**src/verilog/sso_pkg.sv**
```systemverilog
// Shared constants for the stepper status output block.
`default_nettype none
package sso_pkg;
  localparam int CLK_HZ = 10_000_000;
  // Register byte offsets.
  localparam logic [7:0] OFS_CTRL = 8'h00;
  localparam logic [7:0] OFS_STO_TH = 8'h04;
  localparam logic [7:0] OFS_TEMP_TH = 8'h08;
  localparam logic [7:0] OFS_STATUS = 8'h0C;
  // Control register fields.
  localparam int CTRL_POL_LSB = 0;
  localparam int CTRL_POL_W = 6;
  localparam int CTRL_SC_EN = 6;
  localparam int CTRL_STO_EN = 7;
  localparam int CTRL_START_ACT = 8;
  localparam int CTRL_RUN_CMD = 9;
  localparam int CTRL_W = 9;
  // Polarity field order, also status flag order.
  localparam int IX_READY = 0;
  localparam int IX_SEQ = 1;
  localparam int IX_SC = 2;
  localparam int IX_STO = 3;
  localparam int IX_TEMP = 4;
  localparam int IX_WARN = 5;
  localparam int STAT_CFG_DONE = 6;
  localparam int STAT_STO_ARMED = 7;
  // Reset values.
  localparam logic [CTRL_W-1:0] CTRL_RST = 9'h000;
  localparam int STO_TH_W = 16;
  localparam logic [STO_TH_W-1:0] STO_TH_RST = 16'h0064;
  localparam int TEMP_W = 8;
  localparam logic [TEMP_W-1:0] TEMP_TH_RST = 8'h55;
  // Timing.
  localparam int EXCITE_MS = 500;
  localparam int EXCITE_CYC = (CLK_HZ / 1000) * EXCITE_MS;
  localparam int POWERON_US = 1000;
  localparam int POWERON_CYC = (CLK_HZ / 1_000_000) * POWERON_US;
  localparam int ECHO_MAX_HZ = 500_000;
  localparam int ECHO_PERIOD_CYC = (CLK_HZ + ECHO_MAX_HZ - 1) / ECHO_MAX_HZ;
  localparam int ECHO_HIGH_CYC = ECHO_PERIOD_CYC / 2;
  localparam int ECHO_LOW_CYC = ECHO_PERIOD_CYC - ECHO_HIGH_CYC;
  // Sequence control states.
  typedef enum logic [1:0] {
    SEQ_LAUNCH_CFG = 2'b00,
    SEQ_RUN = 2'b01,
    SEQ_IDLE = 2'b10
  } sso_seq_t;
endpackage : sso_pkg
`default_nettype wire

```
**src/verilog/sso_echo_if.sv**
```systemverilog
// Step and direction echo signals between the core and the pulse shaper.
`default_nettype none
interface sso_echo_if;
  logic step_req;
  logic dir_cmd;
  logic echo;
  logic dir_echo;
  modport shaper (input step_req, input dir_cmd, output echo,
    output dir_echo);
  modport core (output step_req, output dir_cmd, input echo,
    input dir_echo);
endinterface : sso_echo_if
`default_nettype wire

```
**src/verilog/sso_step_echo.sv**
```systemverilog
// Shapes internal step requests into echo pulses of bounded rate.
`default_nettype none
module sso_step_echo #(
  parameter int HIGH_CYC = sso_pkg::ECHO_HIGH_CYC,
  parameter int LOW_CYC = sso_pkg::ECHO_LOW_CYC,
  parameter int PEND_W = 4
) (
  input wire logic clk,
  input wire logic rst,
  input wire logic ce,
  sso_echo_if.shaper eif
);
  localparam int CNT_W = 8;
  localparam logic [CNT_W-1:0] HIGH_LAST = CNT_W'(HIGH_CYC - 1);
  localparam logic [CNT_W-1:0] LOW_LAST = CNT_W'(LOW_CYC - 1);
  localparam logic [PEND_W-1:0] PEND_MAX = '1;

  logic [PEND_W-1:0] pend_r;
  logic [CNT_W-1:0] cnt_r;
  logic busy_r;
  logic echo_r;
  logic dir_r;
  logic take;

  assign take = !busy_r && (pend_r != '0);
  assign eif.echo = echo_r;
  assign eif.dir_echo = dir_r;

  // Pending step count; an arriving step is never dropped by a take.
  always_ff @(posedge clk) begin
    if (rst) begin
      pend_r <= '0;
    end else if (ce) begin
      if (eif.step_req && !take && pend_r != PEND_MAX) begin
        pend_r <= pend_r + 1'b1;
      end else if (!eif.step_req && take) begin
        pend_r <= pend_r - 1'b1;
      end
    end
  end

  // One echo pulse per step counted in pend_r, high then low, never faster than the limit.
  always_ff @(posedge clk) begin
    if (rst) begin
      busy_r <= 1'b0;
      echo_r <= 1'b0;
      cnt_r <= '0;
    end else if (ce) begin
      if (take) begin
        busy_r <= 1'b1;
        echo_r <= 1'b1;
        cnt_r <= '0;
      end else if (busy_r) begin
        if (echo_r && cnt_r == HIGH_LAST) begin
          echo_r <= 1'b0;
          cnt_r <= '0;
        end else if (!echo_r && cnt_r == LOW_LAST) begin
          busy_r <= 1'b0;
        end else begin
          cnt_r <= cnt_r + 1'b1;
        end
      end
    end
  end

  // Direction follows the command that goes with the steps.
  always_ff @(posedge clk) begin
    if (rst) begin
      dir_r <= 1'b0;
    end else if (ce && !busy_r) begin
      dir_r <= eif.dir_cmd;
    end
  end
endmodule : sso_step_echo
`default_nettype wire

```
**src/verilog/sso_top.sv**
```systemverilog
// Status outputs, step echo and sequence launch of a stepper controller.
// Behaviour
// - Ready only when able and nothing blocks.
// - Ready off while sequence, motion, alarm.
// - Ready off for home, start, current-off, stop.
// - Abort blocks ready, except toggle start abort; the code blocks ready on abort in every start mode.
// - Ready off unexcited and just after power-on.
// - Each status output has polarity selection.
// - Sequence flag high while sequence executes.
// - Self-correct flag on corrected deviation, enabled.
// - Self-correct cleared by motion or current off.
// - Stepout when deviation reaches threshold, enabled.
// - Stepout armed after 500 ms excitation.
// - Stepout held off during homing.
// - Temperature flag above warning threshold.
// - Warning follows its cause, operation continues.
// - One echo pulse per step, 500 kHz; the code drops a step that arrives while 15 are already pending.
// - Direction echo follows internal direction.
// - Echo reflects corrected travel during correction.
// - Sequence starts by serial command or input.
// - Start-up sequence runs after every reset.
// - Start input launches on leading edge.
//
// The implementer's own choices: the placing of the registers and the Wishbone interface to the registers.
`default_nettype none
module sso_top #(
  parameter int EXCITE_CYC = sso_pkg::EXCITE_CYC,
  parameter int POWERON_CYC = sso_pkg::POWERON_CYC,
  parameter int DEV_W = 16
) (
  input wire logic clk,
  input wire logic rst,
  input wire logic ce,
  // Wishbone slave.
  input wire logic wb_cyc_i,
  input wire logic wb_stb_i,
  input wire logic wb_we_i,
  input wire logic [7:0] wb_adr_i,
  input wire logic [3:0] wb_sel_i,
  input wire logic [31:0] wb_dat_i,
  output logic [31:0] wb_dat_o,
  output logic wb_ack_o,
  // Pins from outside.
  input wire logic home_in,
  input wire logic start_in,
  input wire logic current_off_in,
  input wire logic abort_in,
  input wire logic protective_stop_in,
  // Internal state of the motion core.
  input wire logic motor_moving,
  input wire logic alarm_active,
  input wire logic motor_excited,
  input wire logic homing_active,
  input wire logic encoder_present,
  input wire logic correction_done,
  input wire logic motion_cmd_exec,
  input wire logic [DEV_W-1:0] deviation_abs,
  input wire logic [sso_pkg::TEMP_W-1:0] driver_temperature,
  input wire logic warning_cause,
  input wire logic step_pulse,
  input wire logic dir_cmd,
  input wire logic seq_done,
  // Sequence control toward the sequence engine.
  output logic seq_launch,
  output logic seq_config_sel,
  output logic seq_abort,
  // Status pins.
  output logic ready_out,
  output logic seq_active_out,
  output logic self_correct_out,
  output logic stepout_out,
  output logic temp_warning_out,
  output logic warning_out,
  output logic step_echo_out,
  output logic dir_echo_out
);
  localparam int PIN_N = 5;
  localparam int P_HOME = 0;
  localparam int P_START = 1;
  localparam int P_CURRENT_OFF_IN = 2;
  localparam int P_ABORT = 3;
  localparam int P_PROTECTIVE_STOP_IN = 4;
  localparam int EXC_W = $clog2(EXCITE_CYC + 1);
  localparam int PON_W = $clog2(POWERON_CYC + 1);
  localparam logic [EXC_W-1:0] EXC_LAST = EXC_W'(EXCITE_CYC);
  localparam logic [PON_W-1:0] PON_LAST = PON_W'(POWERON_CYC);

  logic [PIN_N-1:0] pin_meta_r;
  logic [PIN_N-1:0] pin_r;
  logic start_prev_r;
  logic start_rise;
  logic start_fall;

  logic [sso_pkg::CTRL_W-1:0] ctrl_r;
  logic [sso_pkg::STO_TH_W-1:0] stepout_threshold;
  logic [sso_pkg::TEMP_W-1:0] temp_warning_threshold;
  logic run_cmd_r;
  logic [31:0] rd_data;
  logic wr_en;
  logic start_action_sel;
  logic self_correct_enable;
  logic stepout_detect_enable;
  logic [sso_pkg::CTRL_POL_W-1:0] pol_sel;

  sso_pkg::sso_seq_t seq_state_r;
  logic launch_r;
  logic cfg_sel_r;
  logic abort_r;
  logic cfg_done_r;

  logic [PON_W-1:0] pon_cnt_r;
  logic pon_done_r;
  logic [EXC_W-1:0] exc_cnt_r;
  logic sto_armed_r;
  logic self_correct_flag;
  logic [sso_pkg::CTRL_POL_W-1:0] flag;
  logic [sso_pkg::CTRL_POL_W-1:0] out_r;
  logic abort_blocks;
  logic start_blocks;

  sso_echo_if eif ();

  // Outside pins pass two flip-flops before use.
  always_ff @(posedge clk) begin
    if (rst) begin
      pin_meta_r <= '0;
      pin_r <= '0;
    end else if (ce) begin
      pin_meta_r <= {protective_stop_in, abort_in, current_off_in,
        start_in, home_in};
      pin_r <= pin_meta_r;
    end
  end

  always_ff @(posedge clk) begin
    if (rst) begin
      start_prev_r <= 1'b0;
    end else if (ce) begin
      start_prev_r <= pin_r[P_START];
    end
  end

  assign start_rise = pin_r[P_START] && !start_prev_r;
  assign start_fall = !pin_r[P_START] && start_prev_r;

  assign start_action_sel = ctrl_r[sso_pkg::CTRL_START_ACT];
  assign self_correct_enable = ctrl_r[sso_pkg::CTRL_SC_EN];
  assign stepout_detect_enable = ctrl_r[sso_pkg::CTRL_STO_EN];
  assign pol_sel = ctrl_r[sso_pkg::CTRL_POL_LSB +: sso_pkg::CTRL_POL_W];

  assign wr_en = wb_cyc_i && wb_stb_i && wb_we_i && wb_ack_o;

  // Register writes honour byte selects.
  always_ff @(posedge clk) begin
    if (rst) begin
      ctrl_r <= sso_pkg::CTRL_RST;
      stepout_threshold <= sso_pkg::STO_TH_RST;
      temp_warning_threshold <= sso_pkg::TEMP_TH_RST;
    end else if (ce && wr_en) begin
      case (wb_adr_i)
        sso_pkg::OFS_CTRL: begin
          if (wb_sel_i[0]) begin
            ctrl_r[7:0] <= wb_dat_i[7:0];
          end
          if (wb_sel_i[1]) begin
            ctrl_r[8] <= wb_dat_i[8];
          end
        end
        sso_pkg::OFS_STO_TH: begin
          if (wb_sel_i[0]) begin
            stepout_threshold[7:0] <= wb_dat_i[7:0];
          end
          if (wb_sel_i[1]) begin
            stepout_threshold[15:8] <= wb_dat_i[15:8];
          end
        end
        sso_pkg::OFS_TEMP_TH: begin
          if (wb_sel_i[0]) begin
            temp_warning_threshold <= wb_dat_i[7:0];
          end
        end
        default: begin
        end
      endcase
    end
  end

  // serial run command is a self-clearing write.
  always_ff @(posedge clk) begin
    if (rst) begin
      run_cmd_r <= 1'b0;
    end else if (ce) begin
      run_cmd_r <= wr_en && wb_adr_i == sso_pkg::OFS_CTRL && wb_sel_i[1]
        && wb_dat_i[sso_pkg::CTRL_RUN_CMD];
    end
  end

  always_comb begin
    rd_data = 32'h0000_0000;
    case (wb_adr_i)
      sso_pkg::OFS_CTRL: rd_data[sso_pkg::CTRL_W-1:0] = ctrl_r;
      sso_pkg::OFS_STO_TH: rd_data[15:0] = stepout_threshold;
      sso_pkg::OFS_TEMP_TH: rd_data[7:0] = temp_warning_threshold;
      sso_pkg::OFS_STATUS: begin
        rd_data[sso_pkg::CTRL_POL_W-1:0] = flag;
        rd_data[sso_pkg::STAT_CFG_DONE] = cfg_done_r;
        rd_data[sso_pkg::STAT_STO_ARMED] = sto_armed_r;
      end
      default: rd_data = 32'h0000_0000;
    endcase
  end

  // Single-wait-state answer; unmapped reads return zero.
  always_ff @(posedge clk) begin
    if (rst) begin
      wb_ack_o <= 1'b0;
      wb_dat_o <= 32'h0000_0000;
    end else if (ce) begin
      wb_ack_o <= wb_cyc_i && wb_stb_i && !wb_ack_o;
      wb_dat_o <= rd_data;
    end
  end

  // Sequence control: start-up sequence first, then launches.
  always_ff @(posedge clk) begin
    if (rst) begin
      seq_state_r <= sso_pkg::SEQ_LAUNCH_CFG;
      launch_r <= 1'b0;
      cfg_sel_r <= 1'b0;
      abort_r <= 1'b0;
      cfg_done_r <= 1'b0;
    end else if (ce) begin
      launch_r <= 1'b0;
      abort_r <= 1'b0;
      case (seq_state_r)
        sso_pkg::SEQ_LAUNCH_CFG: begin
          launch_r <= 1'b1;
          cfg_sel_r <= 1'b1;
          seq_state_r <= sso_pkg::SEQ_RUN;
        end
        sso_pkg::SEQ_RUN: begin
          if (seq_done) begin
            cfg_done_r <= 1'b1;
            seq_state_r <= sso_pkg::SEQ_IDLE;
          end else if (pin_r[P_ABORT] || pin_r[P_PROTECTIVE_STOP_IN]
              || (start_action_sel && start_fall)) begin
            abort_r <= 1'b1;
            cfg_done_r <= 1'b1;
            seq_state_r <= sso_pkg::SEQ_IDLE;
          end
        end
        sso_pkg::SEQ_IDLE: begin
          if ((run_cmd_r || start_rise) && !pin_r[P_ABORT]
              && !pin_r[P_PROTECTIVE_STOP_IN] && !alarm_active) begin
            launch_r <= 1'b1;
            cfg_sel_r <= 1'b0;
            seq_state_r <= sso_pkg::SEQ_RUN;
          end
        end
        default: seq_state_r <= sso_pkg::SEQ_IDLE;
      endcase
    end
  end

  assign seq_launch = launch_r;
  assign seq_config_sel = cfg_sel_r;
  assign seq_abort = abort_r;

  always_ff @(posedge clk) begin
    if (rst) begin
      pon_cnt_r <= '0;
      pon_done_r <= 1'b0;
    end else if (ce && !pon_done_r) begin
      if (pon_cnt_r == PON_LAST) begin
        pon_done_r <= 1'b1;
      end else begin
        pon_cnt_r <= pon_cnt_r + 1'b1;
      end
    end
  end

  // excitation must last before stepout arms.
  always_ff @(posedge clk) begin
    if (rst) begin
      exc_cnt_r <= '0;
      sto_armed_r <= 1'b0;
    end else if (ce) begin
      if (!motor_excited) begin
        exc_cnt_r <= '0;
        sto_armed_r <= 1'b0;
      end else if (exc_cnt_r == EXC_LAST) begin
        sto_armed_r <= 1'b1;
      end else begin
        exc_cnt_r <= exc_cnt_r + 1'b1;
      end
    end
  end

  // set on corrected deviation when enabled.
  // cleared by next motion or current off; set wins.
  always_ff @(posedge clk) begin
    if (rst) begin
      self_correct_flag <= 1'b0;
    end else if (ce) begin
      if (correction_done && encoder_present && self_correct_enable) begin
        self_correct_flag <= 1'b1;
      end else if (motion_cmd_exec || pin_r[P_CURRENT_OFF_IN] || !motor_excited) begin
        self_correct_flag <= 1'b0;
      end
    end
  end

  // abort pin blocks ready in every start action setting.
  assign abort_blocks = pin_r[P_ABORT];
  assign start_blocks = pin_r[P_START];

  always_comb begin
    // home, start, current-off and stop block.
    flag[sso_pkg::IX_READY] = seq_state_r == sso_pkg::SEQ_IDLE
      && !motor_moving && !alarm_active
      && !pin_r[P_HOME] && !start_blocks
      && !pin_r[P_CURRENT_OFF_IN] && !abort_blocks && !pin_r[P_PROTECTIVE_STOP_IN]
      && motor_excited && pon_done_r;
    flag[sso_pkg::IX_SEQ] = seq_state_r != sso_pkg::SEQ_IDLE;
    flag[sso_pkg::IX_SC] = self_correct_flag;
    // threshold reached with encoder and enable.
    flag[sso_pkg::IX_STO] = encoder_present && stepout_detect_enable
      && sto_armed_r && !homing_active
      && deviation_abs >= DEV_W'(stepout_threshold);
    flag[sso_pkg::IX_TEMP] = driver_temperature > temp_warning_threshold;
    flag[sso_pkg::IX_WARN] = warning_cause;
  end

  // per-signal polarity applied to each flag.
  always_ff @(posedge clk) begin
    if (rst) begin
      out_r <= '0;
    end else if (ce) begin
      out_r <= flag ^ pol_sel;
    end
  end

  assign ready_out = out_r[sso_pkg::IX_READY];
  assign seq_active_out = out_r[sso_pkg::IX_SEQ];
  assign self_correct_out = out_r[sso_pkg::IX_SC];
  assign stepout_out = out_r[sso_pkg::IX_STO];
  assign temp_warning_out = out_r[sso_pkg::IX_TEMP];
  assign warning_out = out_r[sso_pkg::IX_WARN];

  // every internal step becomes one echo pulse, except a step that arrives while 15 are already pending.
  // correction steps pass as they are generated.
  assign eif.step_req = step_pulse;
  assign eif.dir_cmd = dir_cmd;

  sso_step_echo #(
    .HIGH_CYC(sso_pkg::ECHO_HIGH_CYC),
    .LOW_CYC(sso_pkg::ECHO_LOW_CYC),
    .PEND_W(4)
  ) u_echo (
    .clk(clk),
    .rst(rst),
    .ce(ce),
    .eif(eif.shaper)
  );

  assign step_echo_out = eif.echo;
  assign dir_echo_out = eif.dir_echo;
endmodule : sso_top
`default_nettype wire

```
**config.mk**
```make
export PLATFORM = sky130hd
export DESIGN_NAME = sso_top
export DESIGN_NICKNAME = d
export VERILOG_FILES = /design/src/verilog/sso_pkg.sv /design/src/verilog/sso_echo_if.sv /design/src/verilog/sso_step_echo.sv /design/src/verilog/sso_top.sv
export SDC_FILE = /design/constraint.sdc
export NUM_CORES = 1
export LEC_CHECK = 0
export BUFFER_PORTS_ARGS = -buffer_cell sky130_fd_sc_hd__buf_4
export CAP_MARGIN = 20
export CORE_ASPECT_RATIO = 0.9
export CORE_MARGIN = 1.5
export CORE_UTILIZATION = 50
export DETAILED_ROUTE_END_ITERATION = 7
export PLACE_DENSITY = 0.75
export SKIP_CTS_REPAIR_TIMING = 1
export SLEW_MARGIN = 0
export SYNTH_ARGS = -nofsm -noshare
export SYNTH_HDL_FRONTEND = slang
export SYNTH_SLANG_ARGS = --single-unit
```
**constraint.sdc**
```tcl
create_clock -name clk -period 5.2 [get_ports clk]
set_input_delay 1.04 -clock clk [delete_from_list [all_inputs] [get_ports clk]]
set_output_delay 1.04 -clock clk [all_outputs]
set_load 0.005 [all_outputs]
```
==> results of run 1 <==
## cell usage after synthesis (16+ instances only)
cell,number
dfxtp_1,129
nor2_1,119
nand2_1,49
mux2i_1,45
inv_1,41
a21oi_1,35
ha_1,32
xor2_1,26
nand3_1,21
clkbuf_1,17
nand4_1,17
buf_4,16
xnor2_1,16
## metrics by stage
| stage | area, µm² | power, mW | setup WS [ns] |
|---|---|---|---|
| detailed placement | 7290 | 1.45 | 2.24 |
| global placement | 7290 | 1.43 | 2.27 |
| finish | 7960 | 2.79 | 2.52 |
| global route | 7960 | 2.89 | 2.36 |
| floorplan | 6540 | 1.34 | 2.57 |
| CTS | 7960 | 2.80 | 2.54 |
## sequential cells by signal, summed over array words and instances, names as in the netlist, 2 cells and up
register	flops
exc_cnt_r	23
stepout_threshold	16
wb_dat_o	16
pon_cnt_r	14
ctrl_r	9
temp_warning_threshold	8
u_echo.cnt_r	8
out_r	6
pin_meta_r	5
pin_r	5
u_echo.pend_r	4
seq_state_r	2
## path summary, 6_finish.rpt
check                           depth (start not counted)                  startpoint                            end
worst max-delay path                                    8  u_echo.busy_r$_SDFFE_PP0P_  u_echo.pend_r[3]$_SDFFE_PP0P_
worst min-delay path                                    2    wb_dat_o[5]$_SDFFE_PP0P_       wb_dat_o[5]$_SDFFE_PP0P_
worst max register to register                          8  u_echo.busy_r$_SDFFE_PP0P_  u_echo.pend_r[3]$_SDFFE_PP0P_
worst min register to register                          2    wb_dat_o[5]$_SDFFE_PP0P_       wb_dat_o[5]$_SDFFE_PP0P_
## layout make-up
class	count	area (µm²)
fillers	1044	4720
multi-input cells	527	3550
repair buffers	105	788
clock buffers	18	439
flip-flops and latches	129	2580
inverters	42	158
clock inverters	14	236
well taps	164	205
## routing by layer
metal / GRT usage (%) / part of all wire, % / routed length [µm] / up-vias
met5: 0 / 0 / 0 / -
met4: 8.20 / 1.2 / 197 / 0
met3: 9.21 / 8.2 / 1320 / 23
met2: 39.4 / 48 / 7710 / 187
met1: 29.1 / 43 / 6900 / 2650
li1: - / - / - / 2716
## report_power, final
| group | switching [mW] | internal (mW) |
|---|---|---|
| Clock | 0.442 | 0.909 |
| Combinational | 0.188 | 0.169 |
| Sequential | 0.0507 | 1.03 |
| Total | 0.681 | 2.10 |
## critical path, stage by stage (launching register included)
cell and delay [ns]:
dfxtp_1 0.43, a21boi_0 0.19, o31ai_1 0.64, ha_1 0.36
a21o_1 0.17, a21oi_1 0.18, mux2i_1 0.28, a21oi_1 0.10
a31o_2 0.23
## placed cells by master (no fill, tap or decap), types with 17 or more instances in the layout
master / synthesis / final
buf_4: 16 / 105
nor2_1: 119 / 119
a21oi_1: 35 / 35
nand2_1: 49 / 49
inv_1: 41 / 41
xor2_1: 26 / 26
nand3_1: 21 / 21
mux2i_1: 45 / 45
dfxtp_1: 129 / 129
nand4_1: 17 / 17
ha_1: 32 / 32
clkbuf_16: 0 / 17
## logic make-up (layout without fill, tap and decap cells)
logic type               Yosys count  in the layout  share of synthesized area (%)
AND/OR/NAND/NOR                  281            281                           22.1
XOR/XNOR                          42             42                           5.68
flip-flops                       129            129                           39.9
multiplexers                      51             51                           9.04
other                              1             16                         0.0579
adder cells (fa/ha/maj)           33             33                           6.49
AO/OA/AOI/OAI                    104            104                           10.7
buffers and inverters             88            179                           6.16
==> impl_metrics.ini, run 1 <==
[timing]
grt_setup_unrepaired = no
slew_headroom_pct = 32.5
hold_viol = 0
layout_worst_path_cycle_share_pct = 51.5
fin_hold_ws_ns = 0.466
tightest_slew_ns = 1.01
final_max_slew_viol_count = 0
clock-skew-final_ns = 0.00486
post-route-min-period_ns = 2.68
fmaxAchievable_mhz = 374
setup-tns-final_ns = 0
setup_viol = 0

[place]
portBuffers = 99
dp.cells = 967
gp_congestion = 0.885
dpl.hpwl_mm = 11.3

[global_route]
grt.overflow.total = 0
grt_max_degree = 96
antenna_found_initial = 0
grt_pass1_vias = 5366
grt_util_all_layers_pct = 24.2
grt_pass1_wl_mm = 25.9

[layout]
layout-drive-gt1-share_pct = 18.8
post-route-util_pct = 62.8
nets = 945
antenna_cells = 0
area_growth_pct = 22.9
final_cells = 999

[cts]
cts_buffer_depth = 2
h-tree-depth = 4
worst_skew_pair.late_latency_ns = 0.42
cts_root_buf = clkbuf_16
cts_tree = yes
numCtsBuffers = 17
path_clk_slew_ns = 0.06
clock-sinks = 129

[flow_run]
max_cap_violations = 0

[synthesis]
synth.distinct_cells = 65
synth_area_um2 = 6480
ys_seq_area_share_pct = 39.9
ys_ff_latch = 129
synth.top_cell.area_share_pct = 39.9
yosysWarnings = 0
async_reset_ff_share_pct = 0
syn_inst = 729
synth_top_cell_by_area = dfxtp_1
synth_ff_type = dfxtp_1
ys_top_cells_by_area = dfxtp_1 (40%), mux2i_1 (7.0%), nor2_1 (6.9%)
syn_avg_cell_area_um2 = 8.89
synth-edff-count = 0

[pwr]
powerDensity_nw_per_um2 = 350
irDropWorstVdd_mv = 0.230
p_leak_nw = 3.25

[worst_hold_path]
min_path_type = reg -> reg

[worst_setup_path]
critical_path_class = reg -> reg
critPathArrivalTime_ns = 2.99
cp.required_ns = 5.52
cp-end-kind = flop
cp-start-kind = flop
reg2reg_slack_ns = 2.52
path_max_fanout = 13

[floorplan]
fp.coreArea_um2 = 12700
initial_core_util_pct = 51.1
die_h_um = 111
dieArea_um2 = 13700
ioPinCount = 134
fp-row-count = 39
die_width_um = 123

[route]
wire_per_inst_um = 16.1
dr.first_iter.drc_count = 386
routed_wl_mm = 16.1
drtPass1Iterations = 5
viasPerCell = 5.58
vias = 5576
detail-route-antenna-nets = 0
drc = 0

[run_status]
status = finished, final reports clean
Note: power is estimated with default switching activity, not from simulation.
==> inputs of run 2 (changes only) <==
Settings changed: ABC_AREA from default to 1, PLACE_DENSITY 0.75 to 0.77.
Clock period 5.2 ns to 2.35 ns, I/O delays scaled along.
==> run 2 against run 1 <==
Compared with the run above:
- clock power is 99% higher
- first-iteration DRC count grew 67%
- sequential share of layout area down 1.4 points
- utilization decreased by 0.74 points
- highest routed layer unchanged
- sequential power is 120% higher
- design area up 4.5%
- sequential cell count did not move
==> impl_metrics.ini, run 2 <==
[synthesis]
ys_top_cells_by_count = nand2_1 (190), dfxtp_1 (129), inv_1 (118)
ys_ff_latch = 129
synth_area_um2 = 6880
synth_top_cell_by_area = dfxtp_1
ys_top_cells_by_area = dfxtp_1 (38%), nand2_1 (10%), a21oi_1 (7.3%)
synth.top_cell.area_share_pct = 37.5
ys_seq_area_share_pct = 37.5
async_reset_ff_share_pct = 0
yosysMostFrequentCell = nand2_1
syn_avg_cell_area_um2 = 6.97
synth.distinct_cells = 45
syn_inst = 987
yosysWarnings = 0
synth_ff_type = dfxtp_1
synth-edff-count = 0

[worst_setup_path]
cp-end-kind = flop
path_max_fanout = 6
critical_path_class = reg -> reg
reg2reg_slack_ns = 0.25
cp_slowest_cell = ha_1
cp-start-kind = flop
worstPathCellList = nor2_1 -> nand2_1 -> nand2_1 -> nand3_1 -> ha_1 -> a21o_1 -> a31oi_1 -> xor2_1 -> nor2_1 -> nand2_1 -> nand2_1 -> nor2_1
worst-path-buf-inv = 0
cpMostUsedCell = nand2_1
critPathTopFamily = simple AND/OR/NAND/NOR gates
critPathArrivalTime_ns = 2.41
cp.required_ns = 2.66
slowest_delay_ns = 0.38

[layout]
final_area_um2 = 8320
largest_reg_flops = 23
layout-drive-gt1-share_pct = 14.4
nets = 1208
layout_common_cells = nand2_1 (190), dfxtp_1 (129), inv_1 (118), buf_4 (111), nor2_1 (110)
final_common_cell = nand2_1
top_register = exc_cnt_r
reg.largest.list = exc_cnt_r x23, stepout_threshold x16, wb_dat_o x16
antenna_cells = 0
nFillCells = 1268
area_growth_pct = 21.0

[run_status]
status = finished, final reports clean

[timing]
fin_hold_ws_ns = 0.281
hold_viol = 0
grt_setup_unrepaired = no
fmaxAchievable_mhz = 477
timing.final.ws_setup_ns = 0.252
setup-tns-final_ns = 0
slew_headroom_pct = 62.1
clock-skew-final_ns = 0.00446
tightest_slew_ns = 0.568
layout_worst_path_cycle_share_pct = 89.3
post-route-min-period_ns = 2.10
setup_viol = 0
final_max_slew_viol_count = 0

[global_route]
grt_pass1_wl_mm = 29.0
grt.overflow.total = 0
grt_pass1_vias = 6102
grt_max_degree = 51
grt_util_all_layers_pct = 25.1
antenna_found_initial = 0

[cts]
cts_buffer_depth = 2
h-tree-depth = 4
path_clk_slew_ns = 0.05
clock-sinks = 129
worst_skew_pair.late_latency_ns = 0.42
cts_tree = yes
numCtsBuffers = 17
cts_root_buf = clkbuf_16

[route]
routed_wl_mm = 17.6
drc = 0
dr.first_iter.drc_count = 644
detail-route-antenna-nets = 0
drtPass1Iterations = 5
wire_per_inst_um = 14.0
vias = 6652
viasPerCell = 5.27

[place]
place_ws_ns = 0.277
portBuffers = 99
dpl_cell_area_um2 = 7720
gp_congestion = 0.937
dpl.hpwl_mm = 12.9

[pwr]
powerDensity_nw_per_um2 = 694
intPower_mw = 4.35
combPwrFrac_pct = 12.7
power.switching_mw = 1.42
pwr-share-clk_pct = 46.7
p_leak_nw = 3.55
power_frac_seq_pct = 40.7
swShare_pct = 24.6
irDropWorstVdd_mv = 0.514

[flow_run]
max_cap_violations = 0

[floorplan]
die_width_um = 127
ioPinCount = 134
die_h_um = 114
fp.coreArea_um2 = 13400
dieArea_um2 = 14500
initial_core_util_pct = 51.3
fp-row-count = 40

[worst_hold_path]
min_path_type = in -> reg
[run 2: cell types whose count changed in the layout (fill, tap and decap cells not counted), sizes merged, moves of 12 or more]
cell	delta
a21oi	+69
inv	+80
mux2i	-45
nand2	+144
nand3	+34
nor3	+16
o21ai	+69
xnor2	-12
[run 2: kinds of logic after synthesis]
group | Yosys count | synth area share [%]
AND/OR/NAND/NOR | 416 | 26.1
AO/OA/AOI/OAI | 215 | 16.7
buffers and inverters | 169 | 10.5
flip-flops | 129 | 37.5
adder cells (fa/ha/maj) | 33 | 6.11
XOR/XNOR | 24 | 3.06
other | 1 | 0.0545
[run 2: power groups by stage]
stage / combinational, mW / sequential, mW / clock, mW
after global routing: 0.831 / 2.36 / 2.82
final: 0.731 / 2.35 / 2.69
after detailed placement: 0.720 / 2.39 / 0
after CTS: 0.729 / 2.35 / 2.72
after global placement: 0.704 / 2.39 / 0
after floorplan: 0.483 / 2.38 / 0
[run 2: tightest hold or removal path: stages]
cell and delay, ns:
buf_4 0.08, nor2_1 0.03, nor2_1 0.08
[run 2: worst paths after layout]
| kind | startpoint | end | depth (start not counted) |
|---|---|---|---|
| hold / removal | protective_stop_in | pin_meta_r[4]$_SDFFE_PP0P_ | 3 |
| hold reg to reg | stepout_threshold[14]$_SDFFE_PP0P_ | wb_dat_o[14]$_SDFFE_PP0P_ | 2 |
| setup / recovery | u_echo.pend_r[0]$_SDFFE_PP0P_ | u_echo.pend_r[3]$_SDFFE_PP0P_ | 12 |
| setup reg to reg | u_echo.pend_r[0]$_SDFFE_PP0P_ | u_echo.pend_r[3]$_SDFFE_PP0P_ | 12 |
[run 2: cell type report]
class / count / area [µm²] / area share [%]
multi-input combinational: 704 / 3630 / 43.6
sequential: 129 / 2580 / 31.0
timing repair buffer: 111 / 833 / 10.0
clock buffer: 22 / 494 / 5.94
inverter: 122 / 463 / 5.56
tap: 168 / 210 / 2.53
clock inverter: 6 / 105 / 1.26
[run 2: metal layers]
metal | vias up | track usage, % | wire (µm)
li1 | 3397 | - | -
met1 | 3039 | 34.0 | 8350
met2 | 192 | 39.3 | 7860
met3 | 24 | 5.70 | 1050
met4 | 0 | 9.50 | 356
met5 | - | 0 | 0
[run 2: per-stage QoR]
| step | power (mW) | util (%) | instances |
|---|---|---|---|
| floorplan | 2.86 | - | 1002 |
| global placement | 3.09 | 57.6 | 1234 |
| detailed placement | 3.11 | 57.6 | 1234 |
| CTS | 5.80 | 62.0 | 1262 |
| global route | 6.02 | 62.0 | 1262 |
| finish | 5.77 | 62.0 | 1262 |
